### src/hdl/eepc_pkg.sv
// Constants for the byte-wide erasable memory programming controller.
// Assumes a 200 MHz system clock; all device timings become cycle counts.
package eepc_pkg;
	localparam int ADDR_W = 10;
	localparam int DATA_W = 8;
	localparam int CLK_MHZ = 200;
	// Times in nanoseconds as the device states them.
	localparam int T_ADDR_SU_NS = 200;
	localparam int T_ACCESS_NS = 650;
	localparam int T_CE_HIGH_NS = 1100;
	localparam int T_VPP_SU_NS = 5000;
	localparam int T_HOLD_NS = 200;
	localparam int T_PULSE_NS = 1000000;
	localparam int T_PULSE_MIN_NS = 500000;
	localparam int T_PULSE_MAX_NS = 10000000;
	localparam int CYC_ADDR_SU = (T_ADDR_SU_NS * CLK_MHZ + 999) / 1000;
	localparam int CYC_ACCESS = (T_ACCESS_NS * CLK_MHZ + 999) / 1000;
	localparam int CYC_CE_HIGH = (T_CE_HIGH_NS * CLK_MHZ + 999) / 1000;
	localparam int CYC_VPP_SU = (T_VPP_SU_NS * CLK_MHZ + 999) / 1000;
	localparam int CYC_HOLD = (T_HOLD_NS * CLK_MHZ + 999) / 1000;
	localparam int CYC_PULSE = (T_PULSE_NS / 1000) * CLK_MHZ;
	localparam int CYC_PULSE_MIN = (T_PULSE_MIN_NS / 1000) * CLK_MHZ;
	localparam int CYC_PULSE_MAX = (T_PULSE_MAX_NS / 1000) * CLK_MHZ;
	localparam int CNT_W = 24;
	localparam logic [1:0] OP_READ = 2'h0;
	localparam logic [1:0] OP_ERASE = 2'h1;
	localparam logic [1:0] OP_PROG = 2'h2;
	localparam logic [1:0] OP_NONE = 2'h3;
	typedef enum logic [3:0] {
		EEPC_IDLE, EEPC_RD_SU, EEPC_RD_WAIT, EEPC_VPP_UP,
		EEPC_PR_SU, EEPC_PULSE, EEPC_PR_HOLD, EEPC_VPP_DN, EEPC_REST
	} eepc_state_t;
endpackage

### src/hdl/eepc_ctrl.sv
// Controller that drives an asynchronous byte-wide erasable memory pins.
// Assumes an external switch raises the supply on vpp_en and that the
// pin inputs from the memory arrive unsynchronised.
// Notes on behaviour
// - With the high supply on, a low output-enable pulse erases the array.
// - With the high supply on, a low chip-enable pulse programs one byte.
// - Each erase and each byte program lasts cmd_pulse cycles clamped to the strobe limits, or PULSE_CYC cycles (about one millisecond by default) when it is zero.
// - Reads are only made with the supply at its normal level.
// - The program strobe stays low between half a millisecond and ten; a zero cmd_pulse takes PULSE_CYC, which is not clamped.
// - The pulse length is chosen per command through cmd_pulse.
// - Address is valid at chip enable fall, data valid while it is low.
`timescale 1ns/1ps
`default_nettype none
module eepc_ctrl #(
	parameter int PULSE_CYC = eepc_pkg::CYC_PULSE
) (
	// Clock, reset and enable.
	input  wire logic                            clk,
	input  wire logic                            srst,
	input  wire logic                            ce,
	// User command port.
	input  wire logic                            cmd_valid,
	input  wire logic [1:0]                      cmd_op,
	input  wire logic [eepc_pkg::ADDR_W-1:0]     cmd_addr,
	input  wire logic [eepc_pkg::DATA_W-1:0]     cmd_data,
	input  wire logic [eepc_pkg::CNT_W-1:0]      cmd_pulse,
	output logic                                 cmd_ready,
	output logic                                 rd_valid,
	output logic [eepc_pkg::DATA_W-1:0]          rd_data,
	// Memory pins.
	output logic [eepc_pkg::ADDR_W-1:0]          mem_addr,
	output logic                                 mem_ce_n,
	output logic                                 mem_oe_n,
	output logic                                 mem_cs,
	output logic                                 vpp_en,
	input  wire logic [eepc_pkg::DATA_W-1:0]     mem_dq_in,
	output logic [eepc_pkg::DATA_W-1:0]          mem_dq_out,
	output logic                                 mem_dq_oe
);
	eepc_pkg::eepc_state_t state_reg, state_next;
	logic [eepc_pkg::CNT_W-1:0]  cnt_reg, cnt_next, pulse_reg, pulse_next;
	logic [1:0]                  op_reg, op_next;
	logic [eepc_pkg::ADDR_W-1:0] addr_reg, addr_next;
	logic [eepc_pkg::DATA_W-1:0] wdat_reg, wdat_next, rdat_reg, rdat_next;
	logic                        ce_n_reg, ce_n_next, oe_n_reg, oe_n_next;
	logic                        cs_reg, cs_next, vpp_reg, vpp_next;
	logic                        dqoe_reg, dqoe_next, rdv_reg, rdv_next;
	logic                        rdy_reg, rdy_next;
	logic [eepc_pkg::DATA_W-1:0] dq_s1_reg, dq_s2_reg;
	logic [eepc_pkg::CNT_W-1:0]  cmd_len;

	// Bus data comes from another chip, so it passes two flip-flops first.
	always_ff @(posedge clk) begin
		if (srst) begin
			dq_s1_reg <= 8'h00;
			dq_s2_reg <= 8'h00;
		end else if (ce) begin
			dq_s1_reg <= mem_dq_in;
			dq_s2_reg <= dq_s1_reg;
		end
	end

	// A zero length selects the nominal pulse; others are clamped to limits.
	always_comb begin
		cmd_len = cmd_pulse;
		if (cmd_pulse == '0)
			cmd_len = PULSE_CYC[eepc_pkg::CNT_W-1:0];
		else if (cmd_pulse < eepc_pkg::CYC_PULSE_MIN[eepc_pkg::CNT_W-1:0])
			cmd_len = eepc_pkg::CYC_PULSE_MIN[eepc_pkg::CNT_W-1:0];
		else if (cmd_pulse > eepc_pkg::CYC_PULSE_MAX[eepc_pkg::CNT_W-1:0])
			cmd_len = eepc_pkg::CYC_PULSE_MAX[eepc_pkg::CNT_W-1:0];
	end

	always_comb begin
		state_next = state_reg;
		cnt_next = cnt_reg;
		pulse_next = pulse_reg;
		op_next = op_reg;
		addr_next = addr_reg;
		wdat_next = wdat_reg;
		rdat_next = rdat_reg;
		ce_n_next = ce_n_reg;
		oe_n_next = oe_n_reg;
		cs_next = cs_reg;
		vpp_next = vpp_reg;
		dqoe_next = dqoe_reg;
		rdv_next = 1'b0;
		rdy_next = rdy_reg;
		if (cnt_reg != '0)
			cnt_next = cnt_reg - 1'b1;
		case (state_reg)
			eepc_pkg::EEPC_IDLE: begin
				if (cmd_valid && rdy_reg && cmd_op != eepc_pkg::OP_NONE) begin
					rdy_next = 1'b0;
					op_next = cmd_op;
					addr_next = cmd_addr;
					wdat_next = cmd_data;
					pulse_next = cmd_len;
					if (cmd_op == eepc_pkg::OP_READ) begin
						cs_next = 1'b1;
						cnt_next = eepc_pkg::CYC_ADDR_SU[eepc_pkg::CNT_W-1:0];
						state_next = eepc_pkg::EEPC_RD_SU;
					end else begin
						// High supply only with both strobes high.
						vpp_next = 1'b1;
						cs_next = 1'b0;
						cnt_next = eepc_pkg::CYC_VPP_SU[eepc_pkg::CNT_W-1:0];
						state_next = eepc_pkg::EEPC_VPP_UP;
					end
				end
			end
			eepc_pkg::EEPC_RD_SU: begin
				if (cnt_reg == '0) begin
					ce_n_next = 1'b0;
					oe_n_next = 1'b0;
					cnt_next = eepc_pkg::CYC_ACCESS[eepc_pkg::CNT_W-1:0];
					state_next = eepc_pkg::EEPC_RD_WAIT;
				end
			end
			eepc_pkg::EEPC_RD_WAIT: begin
				// Latched data is sampled on the same edge as chip enable rises.
				if (cnt_reg == '0) begin
					rdat_next = dq_s2_reg;
					rdv_next = 1'b1;
					ce_n_next = 1'b1;
					oe_n_next = 1'b1;
					cs_next = 1'b0;
					cnt_next = eepc_pkg::CYC_CE_HIGH[eepc_pkg::CNT_W-1:0];
					state_next = eepc_pkg::EEPC_REST;
				end
			end
			eepc_pkg::EEPC_VPP_UP: begin
				if (cnt_reg == '0) begin
					if (op_reg == eepc_pkg::OP_PROG) begin
						dqoe_next = 1'b1;
						cnt_next = eepc_pkg::CYC_ADDR_SU[eepc_pkg::CNT_W-1:0];
						state_next = eepc_pkg::EEPC_PR_SU;
					end else begin
						oe_n_next = 1'b0;
						cnt_next = pulse_reg;
						state_next = eepc_pkg::EEPC_PULSE;
					end
				end
			end
			eepc_pkg::EEPC_PR_SU: begin
				if (cnt_reg == '0) begin
					ce_n_next = 1'b0;
					cnt_next = pulse_reg;
					state_next = eepc_pkg::EEPC_PULSE;
				end
			end
			eepc_pkg::EEPC_PULSE: begin
				if (cnt_reg == '0) begin
					ce_n_next = 1'b1;
					oe_n_next = 1'b1;
					cnt_next = eepc_pkg::CYC_HOLD[eepc_pkg::CNT_W-1:0];
					state_next = eepc_pkg::EEPC_PR_HOLD;
				end
			end
			eepc_pkg::EEPC_PR_HOLD: begin
				if (cnt_reg == '0) begin
					dqoe_next = 1'b0;
					vpp_next = 1'b0;
					cnt_next = eepc_pkg::CYC_VPP_SU[eepc_pkg::CNT_W-1:0];
					state_next = eepc_pkg::EEPC_VPP_DN;
				end
			end
			eepc_pkg::EEPC_VPP_DN: begin
				if (cnt_reg == '0) begin
					cnt_next = eepc_pkg::CYC_CE_HIGH[eepc_pkg::CNT_W-1:0];
					state_next = eepc_pkg::EEPC_REST;
				end
			end
			eepc_pkg::EEPC_REST: begin
				if (cnt_reg == '0) begin
					rdy_next = 1'b1;
					state_next = eepc_pkg::EEPC_IDLE;
				end
			end
			default: begin
				state_next = eepc_pkg::EEPC_IDLE;
			end
		endcase
	end

	always_ff @(posedge clk) begin
		if (srst) begin
			state_reg <= eepc_pkg::EEPC_IDLE;
			cnt_reg <= '0;
			pulse_reg <= '0;
			op_reg <= eepc_pkg::OP_NONE;
			addr_reg <= 10'h000;
			wdat_reg <= 8'h00;
			rdat_reg <= 8'h00;
			ce_n_reg <= 1'b1;
			oe_n_reg <= 1'b1;
			cs_reg <= 1'b0;
			vpp_reg <= 1'b0;
			dqoe_reg <= 1'b0;
			rdv_reg <= 1'b0;
			rdy_reg <= 1'b1;
		end else if (ce) begin
			state_reg <= state_next;
			cnt_reg <= cnt_next;
			pulse_reg <= pulse_next;
			op_reg <= op_next;
			addr_reg <= addr_next;
			wdat_reg <= wdat_next;
			rdat_reg <= rdat_next;
			ce_n_reg <= ce_n_next;
			oe_n_reg <= oe_n_next;
			cs_reg <= cs_next;
			vpp_reg <= vpp_next;
			dqoe_reg <= dqoe_next;
			rdv_reg <= rdv_next;
			rdy_reg <= rdy_next;
		end
	end

	assign cmd_ready = rdy_reg;
	assign rd_valid = rdv_reg;
	assign rd_data = rdat_reg;
	assign mem_addr = addr_reg;
	assign mem_ce_n = ce_n_reg;
	assign mem_oe_n = oe_n_reg;
	assign mem_cs = cs_reg;
	assign vpp_en = vpp_reg;
	assign mem_dq_out = wdat_reg;
	assign mem_dq_oe = dqoe_reg;

	no_dual_low_a: assert property (
		@(posedge clk) disable iff (srst)
		vpp_reg |-> (ce_n_reg || oe_n_reg))
		else $error("both strobes low at high supply");
	no_read_hv_a: assert property (
		@(posedge clk) disable iff (srst)
		(!oe_n_reg && cs_reg) |-> !vpp_reg)
		else $error("read strobe at high supply");
	ce_fall_addr_a: assert property (
		@(posedge clk) disable iff (srst)
		$fell(ce_n_reg) |-> $stable(addr_reg))
		else $error("address moved at chip enable fall");
	prog_data_a: assert property (
		@(posedge clk) disable iff (srst)
		(vpp_reg && !ce_n_reg) |-> (dqoe_reg && $stable(wdat_reg)))
		else $error("write data not held during strobe");
	pulse_vpp_a: assert property (
		@(posedge clk) disable iff (srst)
		($fell(ce_n_reg) && vpp_reg) |-> $past(vpp_reg, 2))
		else $error("program strobe without supply settled");
	erase_vpp_a: assert property (
		@(posedge clk) disable iff (srst)
		($fell(oe_n_reg) && vpp_reg) |-> $past(vpp_reg, 2))
		else $error("erase strobe without supply settled");
	pulse_len_a: assert property (
		@(posedge clk) disable iff (srst || !ce)
		(state_reg == eepc_pkg::EEPC_PULSE) |-> (cnt_reg <= pulse_reg))
		else $error("pulse counter beyond chosen length");
	// Only the nominal length may lie outside the strobe limits.
	pulse_range_a: assert property (
		@(posedge clk) disable iff (srst)
		(state_reg == eepc_pkg::EEPC_PULSE) |->
		(pulse_reg == PULSE_CYC[eepc_pkg::CNT_W-1:0] ||
		(pulse_reg >= eepc_pkg::CYC_PULSE_MIN[eepc_pkg::CNT_W-1:0] &&
		pulse_reg <= eepc_pkg::CYC_PULSE_MAX[eepc_pkg::CNT_W-1:0])))
		else $error("pulse length outside strobe limits");
	rd_done_a: assert property (
		@(posedge clk) disable iff (srst)
		rdv_reg |-> (ce_n_reg && !vpp_reg))
		else $error("read result while strobe still low");
	cv_read_c: cover property (@(posedge clk) disable iff (srst) rdv_reg);
	cv_erase_c: cover property (@(posedge clk) disable iff (srst)
		vpp_reg && !oe_n_reg);
	cv_prog_c: cover property (@(posedge clk) disable iff (srst)
		vpp_reg && !ce_n_reg);
endmodule
`default_nettype wire

### config.mk
export PLATFORM = sky130hd
export DESIGN_NAME = eepc_ctrl
export DESIGN_NICKNAME = d
export VERILOG_FILES = /design/src/hdl/eepc_pkg.sv /design/src/hdl/eepc_ctrl.sv
export SDC_FILE = /design/constraint.sdc
export NUM_CORES = 1
export LEC_CHECK = 0
export ABC_AREA = 0
export BUFFER_PORTS_ARGS = -buffer_cell sky130_fd_sc_hd__buf_2
export CORE_ASPECT_RATIO = 2
export CORE_UTILIZATION = 56
export CTS_CLUSTER_DIAMETER = 150
export CTS_CLUSTER_SIZE = 8
export DETAILED_ROUTE_END_ITERATION = 10
export PLACE_DENSITY = 0.89
export SYNTH_ARGS = -nofsm -noshare
export SYNTH_HDL_FRONTEND = slang
export SYNTH_SLANG_ARGS = --single-unit
### constraint.sdc
create_clock -name clk -period 3.1 [get_ports clk]
set_input_delay 0.465 -clock clk [delete_from_list [all_inputs] [get_ports clk]]
set_output_delay 0.465 -clock clk [all_outputs]
set_load 0.02 [all_outputs]
---- Word-level counts from Yosys, hierarchy flattened ----
Cells that the tools add are included.
cells by class
  add/sub/neg operators ................... 1
  order comparisons ....................... 2
  equality and inequality tests ........... 24
  multiplexer cells ....................... 44
  reduce and logical (&&, ||, !) cells .... 25
operators with widths
  operator                                                number
  two-way mux 24 bit                                      12
  case mux 24 bit (7 select lines)                        1
  zero test 24 bit                                        2
  two-way mux 4 bit                                       8
  case mux 4 bit (8 select lines)                         1
  > comparator 24 x 21 -> 1 bit (second input constant)   1
  < comparator 24 x 17 -> 1 bit (second input constant)   1
  inequality test 2 bit (second input constant)           12
  nonzero test 24 bit                                     1
  subtractor 24 x 1 -> 24 bit (second input constant)     1
  equality test 4 x 3 -> 1 bit (second input constant)    4
  two-way mux 1 bit                                       14
  AND reduction 4 bit                                     3
  two-way mux 10 bit                                      1
  case mux 1 bit (2 select lines)                         5
  AND reduction 5 bit                                     2
  nonzero test 2 bit                                      5
  AND reduction 9 bit                                     1
  equality test 4 x 2 -> 1 bit (second input constant)    2
  inequality test 2 x 1 -> 1 bit (second input constant)  3
  AND reduction 3 bit                                     2
  AND reduction 6 bit                                     1
  OR reduction 2 bit                                      3
  equality test 4 x 1 -> 1 bit (second input constant)    1
  8 further kinds                                         9
storage, ports and cells
  flip-flop bits (word level) ............. 103
  bits of input ports ..................... 56
  output and inout port bits .............. 33
  logic and storage cells ................. 112

---- Depth between registers and ports, before layout ----
  word-level depth ........................ 4
  depth in mapped cells ................... 12

---- Worst setup path before layout ----
OpenSTA, ideal clock, no wires.
  kind .................................... input port to flip-flop
  start point ............................. input port cmd_pulse[23] (netlist name)
  end point ............................... register pulse_reg[8] (netlist name)
  library setup time ...................... 0.122 ns
  arrival ................................. 2.263 ns
  setup slack ............................. 0.716 ns
  stages on the path ...................... 6
  path buffers ............................ 1
  path through ............................ or4_1 or4_4 o31ai_4 nor3b_1 buf_4 a221o_1
on the way
  cells in the longest elaborated chain, start to end .. 4
RTL lines
  item                           line              source
  start: declaration             eepc_ctrl.sv:26   input wire logic [eepc_pkg::CNT_W-1:0] cmd_pulse,
  > comparator 24 x 21 -> 1 bit  eepc_ctrl.sv:70   else if (cmd_pulse > eepc_pkg::CYC_PULSE_MAX[eepc_pkg::CNT_W-1:0])
  two-way mux 24 bit             eepc_ctrl.sv:70
  two-way mux 24 bit             eepc_ctrl.sv:68   else if (cmd_pulse < eepc_pkg::CYC_PULSE_MIN[eepc_pkg::CNT_W-1:0])
  two-way mux 24 bit (*)         eepc_ctrl.sv:66   if (cmd_pulse == '0)
  end signal: assignment         eepc_ctrl.sv:205  pulse_reg <= pulse_next;
  end: declaration               eepc_ctrl.sv:41   logic [eepc_pkg::CNT_W-1:0] cnt_reg, cnt_next, pulse_reg, pulse_next;
Every way passes the cells marked *; elsewhere a longest branch is shown, timed or not.
A chain may end at the register's enable or synchronous reset.

---- Worst setup path after layout ----
  start point ............................. register state_reg[0]
  end point ............................... register cnt_reg[21] (netlist name)
on the way
  cells in the longest elaborated chain, start to end .. 3
RTL lines
  item                                                                                 line              source
  start: declaration                                                                   eepc_ctrl.sv:40   eepc_pkg::eepc_state_t state_reg, state_next;
  start signal: assignment                                                             eepc_ctrl.sv:188  state_reg <= eepc_pkg::EEPC_IDLE;
  start signal: assignment                                                             eepc_ctrl.sv:203  state_reg <= state_next;
  equality test 4 x 3 -> 1 bit / equality test 4 x 2 -> 1 bit (equally long branches)  eepc_ctrl.sv:91   case (state_reg)
  OR reduction 2 bit (no line)                                                         n/a
  case mux 24 bit (7 select lines) (*)                                                 eepc_ctrl.sv:91
  end signal: assignment                                                               eepc_ctrl.sv:204  cnt_reg <= cnt_next;
  end: declaration                                                                     eepc_ctrl.sv:41
Marked as above.

==> impl_metrics.env <==
export IMPL_num_io_pins=89
export IMPL_synth_area_mm2=0.00523
export IMPL_vdd_drop_max_uv=527
export IMPL_core_region_area_mm2=0.00901
export IMPL_layout_worst_path_cycle_share=0.877
export IMPL_min_cycle_time_layout_ns=2.72
export IMPL_post_synth_num_cell_types=72
export IMPL_clk_root_buffer_cell="sky130_fd_sc_hd__clkbuf_16"
export IMPL_floorplan_initialDensity=0.580
export IMPL_most_common_layout_cells="sky130_fd_sc_hd__dfxtp_1 (103), sky130_fd_sc_hd__nand2_1 (90), sky130_fd_sc_hd__buf_2 (88), sky130_fd_sc_hd__nor2_1 (60), sky130_fd_sc_hd__a21oi_1 (56)"
export IMPL_run_status="complete, no violations"
export IMPL_timing_final_max_slew_violations=0
export IMPL_final_antenna_net_count=0
export IMPL_first_pass_grt_wire_length_um=25700
export IMPL_globalRouteTotalUtil=0.331
export IMPL_wirelength_um=16200
export IMPL_die_area_mm2=0.00975
export IMPL_p_int_uw=3020
export IMPL_comb_power_share=0.455
export IMPL_crit_fanout=22
export IMPL_synthesis_yosys_warnings=0
export IMPL_fin_setup_tns_ns=0
export IMPL_grt_overflow=0
export IMPL_setup_viol=0
export IMPL_route_detailed_wl_per_inst_um=19.5
export IMPL_die_height_um=139
export IMPL_post_cts_resized_instances=0
export IMPL_finalPower_uw=5330
export IMPL_place_gp_congestion=1.04
export IMPL_worst_slew_pin_slew_ns=0.966
export IMPL_cellLeakagePower_uw=0.00246
export IMPL_critical_path_required_ns=3.36
export IMPL_drt_drc_violations_left=0
export IMPL_synth_area_per_cell_um2=8.08
export IMPL_ys_dominant_reg_cell="sky130_fd_sc_hd__dfxtp_1"
export IMPL_max_clock_freq_mhz=368
export IMPL_postSynth_asyncResetShare=0
export IMPL_mostFrequentLayoutCell="sky130_fd_sc_hd__dfxtp_1"
export IMPL_grt_antenna_before_repair=0
export IMPL_cts_tree="built"
export IMPL_clkPwrFrac=0.222
export IMPL_synth_sequential_area_ratio=0.395
export IMPL_critical_path_class="flip-flop to flip-flop"
export IMPL_power_per_cell_area_mw_per_mm2=880
export IMPL_level_count_of_the_clock_h_tree=3
export IMPL_clk_transition_reported_paths_ns=0.07
export IMPL_timing_hold_violations_final=0
export IMPL_dp_final_hpwl_um=11800
export IMPL_route_vias_total=5444
export IMPL_synth_edf_count=0
export IMPL_numCtsBuffers=9
export IMPL_synthesis_nets=706
export IMPL_pwr_share_seq=0.323
export IMPL_layout_nets=781
export IMPL_cp_end_kind="flip-flop"
export IMPL_cts_post_setup_buffers_inserted=0
export IMPL_cts_buffer_depth=2
export IMPL_grt_setup_unrepaired="no"
export IMPL_initialDrtViolationCount=644
export IMPL_postSynthRegisterBits=103
export IMPL_power_switching_uw=2320
export IMPL_max_cap_violations=0
export IMPL_cts_hold_buf=0
export IMPL_switching_share=0.434
export IMPL_syn2layout_area_growth_pct=16.0
export IMPL_first_pass_iters=5
export IMPL_port_buffer_count=88
export IMPL_grt_pass1_vias=5317
export IMPL_worst_ep_arrival_time_ns=2.98
export IMPL_timing_critical_path_from_type="flip-flop"
export IMPL_clock_skew_final_ns=0.00932
export IMPL_fill_cells=717
export IMPL_timing_max_slew_rel_slack=0.351
export IMPL_floorplan_die_width_um=70.3
export IMPL_worst_hold_path_type="input pin to flip-flop"
export IMPL_cts_sink_count=103
export IMPL_drive_gt1_frac=0.201
export IMPL_num_rows=49
export IMPL_number_of_standard_cells_after_synthesis=647
export IMPL_clk_insertion_delay_late_ns=0.35
export IMPL_detail_route_vias_per_cell=6.57
export IMPL_antenna_cells_inserted=0
export IMPL_grt_max_degree=54
## logic make-up after synthesis
logic type	after synthesis	share of synthesized area
adder cells (fa/ha/maj)	3	0.00718
AO/OA/AOI/OAI	171	0.224
buffers and inverters	66	0.0522
XOR/XNOR	4	0.00670
flip-flops	103	0.395
multiplexers	25	0.0479
AND/OR/NAND/NOR	275	0.268
## power groups by stage
stage | combinational (µW) | clock [µW] | sequential [µW]
3_5_place_dp | 2340 | 0 | 1740
4_1_cts | 2360 | 1180 | 1710
6_report | 2430 | 1190 | 1720
3_3_place_gp | 2300 | 0 | 1720
2_1_floorplan | 1720 | 0 | 1700
5_1_grt | 2620 | 1240 | 1740
## per-stage QoR
step                instances   util  hold WS (ns)  setup WS [ns]  cell area [µm²]
floorplan                 647      -         0.433          0.716             5230
global placement          813  0.639         0.441          0.519             5760
detailed placement        813  0.639         0.445          0.470             5760
CTS                       829  0.673         0.341          0.447             6060
global route              829  0.673         0.348          0.136             6060
finish                    829  0.673         0.341          0.381             6060
## synth_stat cells (3+ instances only)
cell type | n | area [µm²]
sky130_fd_sc_hd__dfxtp_1 | 103 | 2060
sky130_fd_sc_hd__nand2_1 | 90 | 338
sky130_fd_sc_hd__nor2_1 | 60 | 225
sky130_fd_sc_hd__a21oi_1 | 56 | 280
sky130_fd_sc_hd__clkbuf_1 | 30 | 113
sky130_fd_sc_hd__nand3_1 | 26 | 130
sky130_fd_sc_hd__mux2i_1 | 25 | 250
sky130_fd_sc_hd__nor3_1 | 21 | 105
sky130_fd_sc_hd__inv_1 | 18 | 67.6
sky130_fd_sc_hd__o21ai_0 | 18 | 90.1
sky130_fd_sc_hd__a31oi_1 | 12 | 75.1
sky130_fd_sc_hd__nand4_1 | 11 | 68.8
sky130_fd_sc_hd__nor4_1 | 11 | 68.8
sky130_fd_sc_hd__a211oi_1 | 10 | 75.1
sky130_fd_sc_hd__a22o_1 | 10 | 87.6
sky130_fd_sc_hd__and3_1 | 8 | 50.1
sky130_fd_sc_hd__buf_2 | 8 | 40.0
sky130_fd_sc_hd__a221oi_1 | 7 | 61.3
sky130_fd_sc_hd__o31ai_1 | 7 | 52.6
sky130_fd_sc_hd__o32ai_1 | 7 | 61.3
sky130_fd_sc_hd__nand2b_1 | 5 | 31.3
sky130_fd_sc_hd__o2111ai_1 | 5 | 43.8
sky130_fd_sc_hd__buf_1 | 4 | 15.0
sky130_fd_sc_hd__nand3b_1 | 4 | 30.0
sky130_fd_sc_hd__nor4b_1 | 4 | 35.0
sky130_fd_sc_hd__o22ai_1 | 4 | 25.0
sky130_fd_sc_hd__or4_1 | 4 | 30.0
sky130_fd_sc_hd__a21boi_0 | 3 | 22.5
sky130_fd_sc_hd__a21o_1 | 3 | 22.5
sky130_fd_sc_hd__a221o_1 | 3 | 30.0
sky130_fd_sc_hd__a32oi_1 | 3 | 26.3
sky130_fd_sc_hd__and4_1 | 3 | 26.3
sky130_fd_sc_hd__ha_1 | 3 | 37.5
sky130_fd_sc_hd__nor2b_1 | 3 | 18.8
sky130_fd_sc_hd__o211ai_1 | 3 | 22.5
sky130_fd_sc_hd__or2_2 | 3 | 18.8
## layer usage
| metal | GRT usage | share of wire | up-vias |
|---|---|---|---|
| met5 | 0 | 0 | - |
| met4 | 0.219 | 0.068 | 0 |
| met3 | 0.0465 | 0.051 | 90 |
| met2 | 0.589 | 0.52 | 273 |
| met1 | 0.353 | 0.36 | 2548 |
| li1 | - | - | 2533 |
## final timing paths
kind / start / to / slack (ns) / cells past startpoint
hold / removal: cmd_pulse[0] / pulse_reg[0]$_SDFFE_PP0P_ / 0.34 / 2
setup reg to reg: state_reg[0]$_SDFFE_PP0P_ / cnt_reg[21]$_SDFFE_PP0P_ / 0.38 / 7
hold reg to reg: mem_dq_out[2]$_SDFFE_PP0P_ / mem_dq_out[2]$_SDFFE_PP0P_ / 0.45 / 2
setup / recovery: state_reg[0]$_SDFFE_PP0P_ / cnt_reg[21]$_SDFFE_PP0P_ / 0.38 / 7
## final cells by class
| class | count | area, µm² | share of cell area |
|---|---|---|---|
| inverters | 21 | 78.8 | 0.0130 |
| flip-flops and latches | 103 | 2060 | 0.340 |
| well taps | 102 | 128 | 0.0211 |
| clock buffers | 10 | 229 | 0.0378 |
| multi-input cells | 478 | 2890 | 0.477 |
| repair buffers | 109 | 598 | 0.0987 |
| clock inverters | 6 | 75.1 | 0.0124 |
## worst max-delay path: stages, from the launching register on
cell and delay (ns):
sky130_fd_sc_hd__dfxtp_1 0.40, sky130_fd_sc_hd__buf_4 0.27, sky130_fd_sc_hd__nand3b_1 0.13, sky130_fd_sc_hd__o31ai_1 0.80, sky130_fd_sc_hd__and4_1 0.56, sky130_fd_sc_hd__and3_1 0.22
sky130_fd_sc_hd__a21oi_1 0.04, sky130_fd_sc_hd__o22ai_1 0.19
No activity file was read; power rests on OpenSTA's default activity.
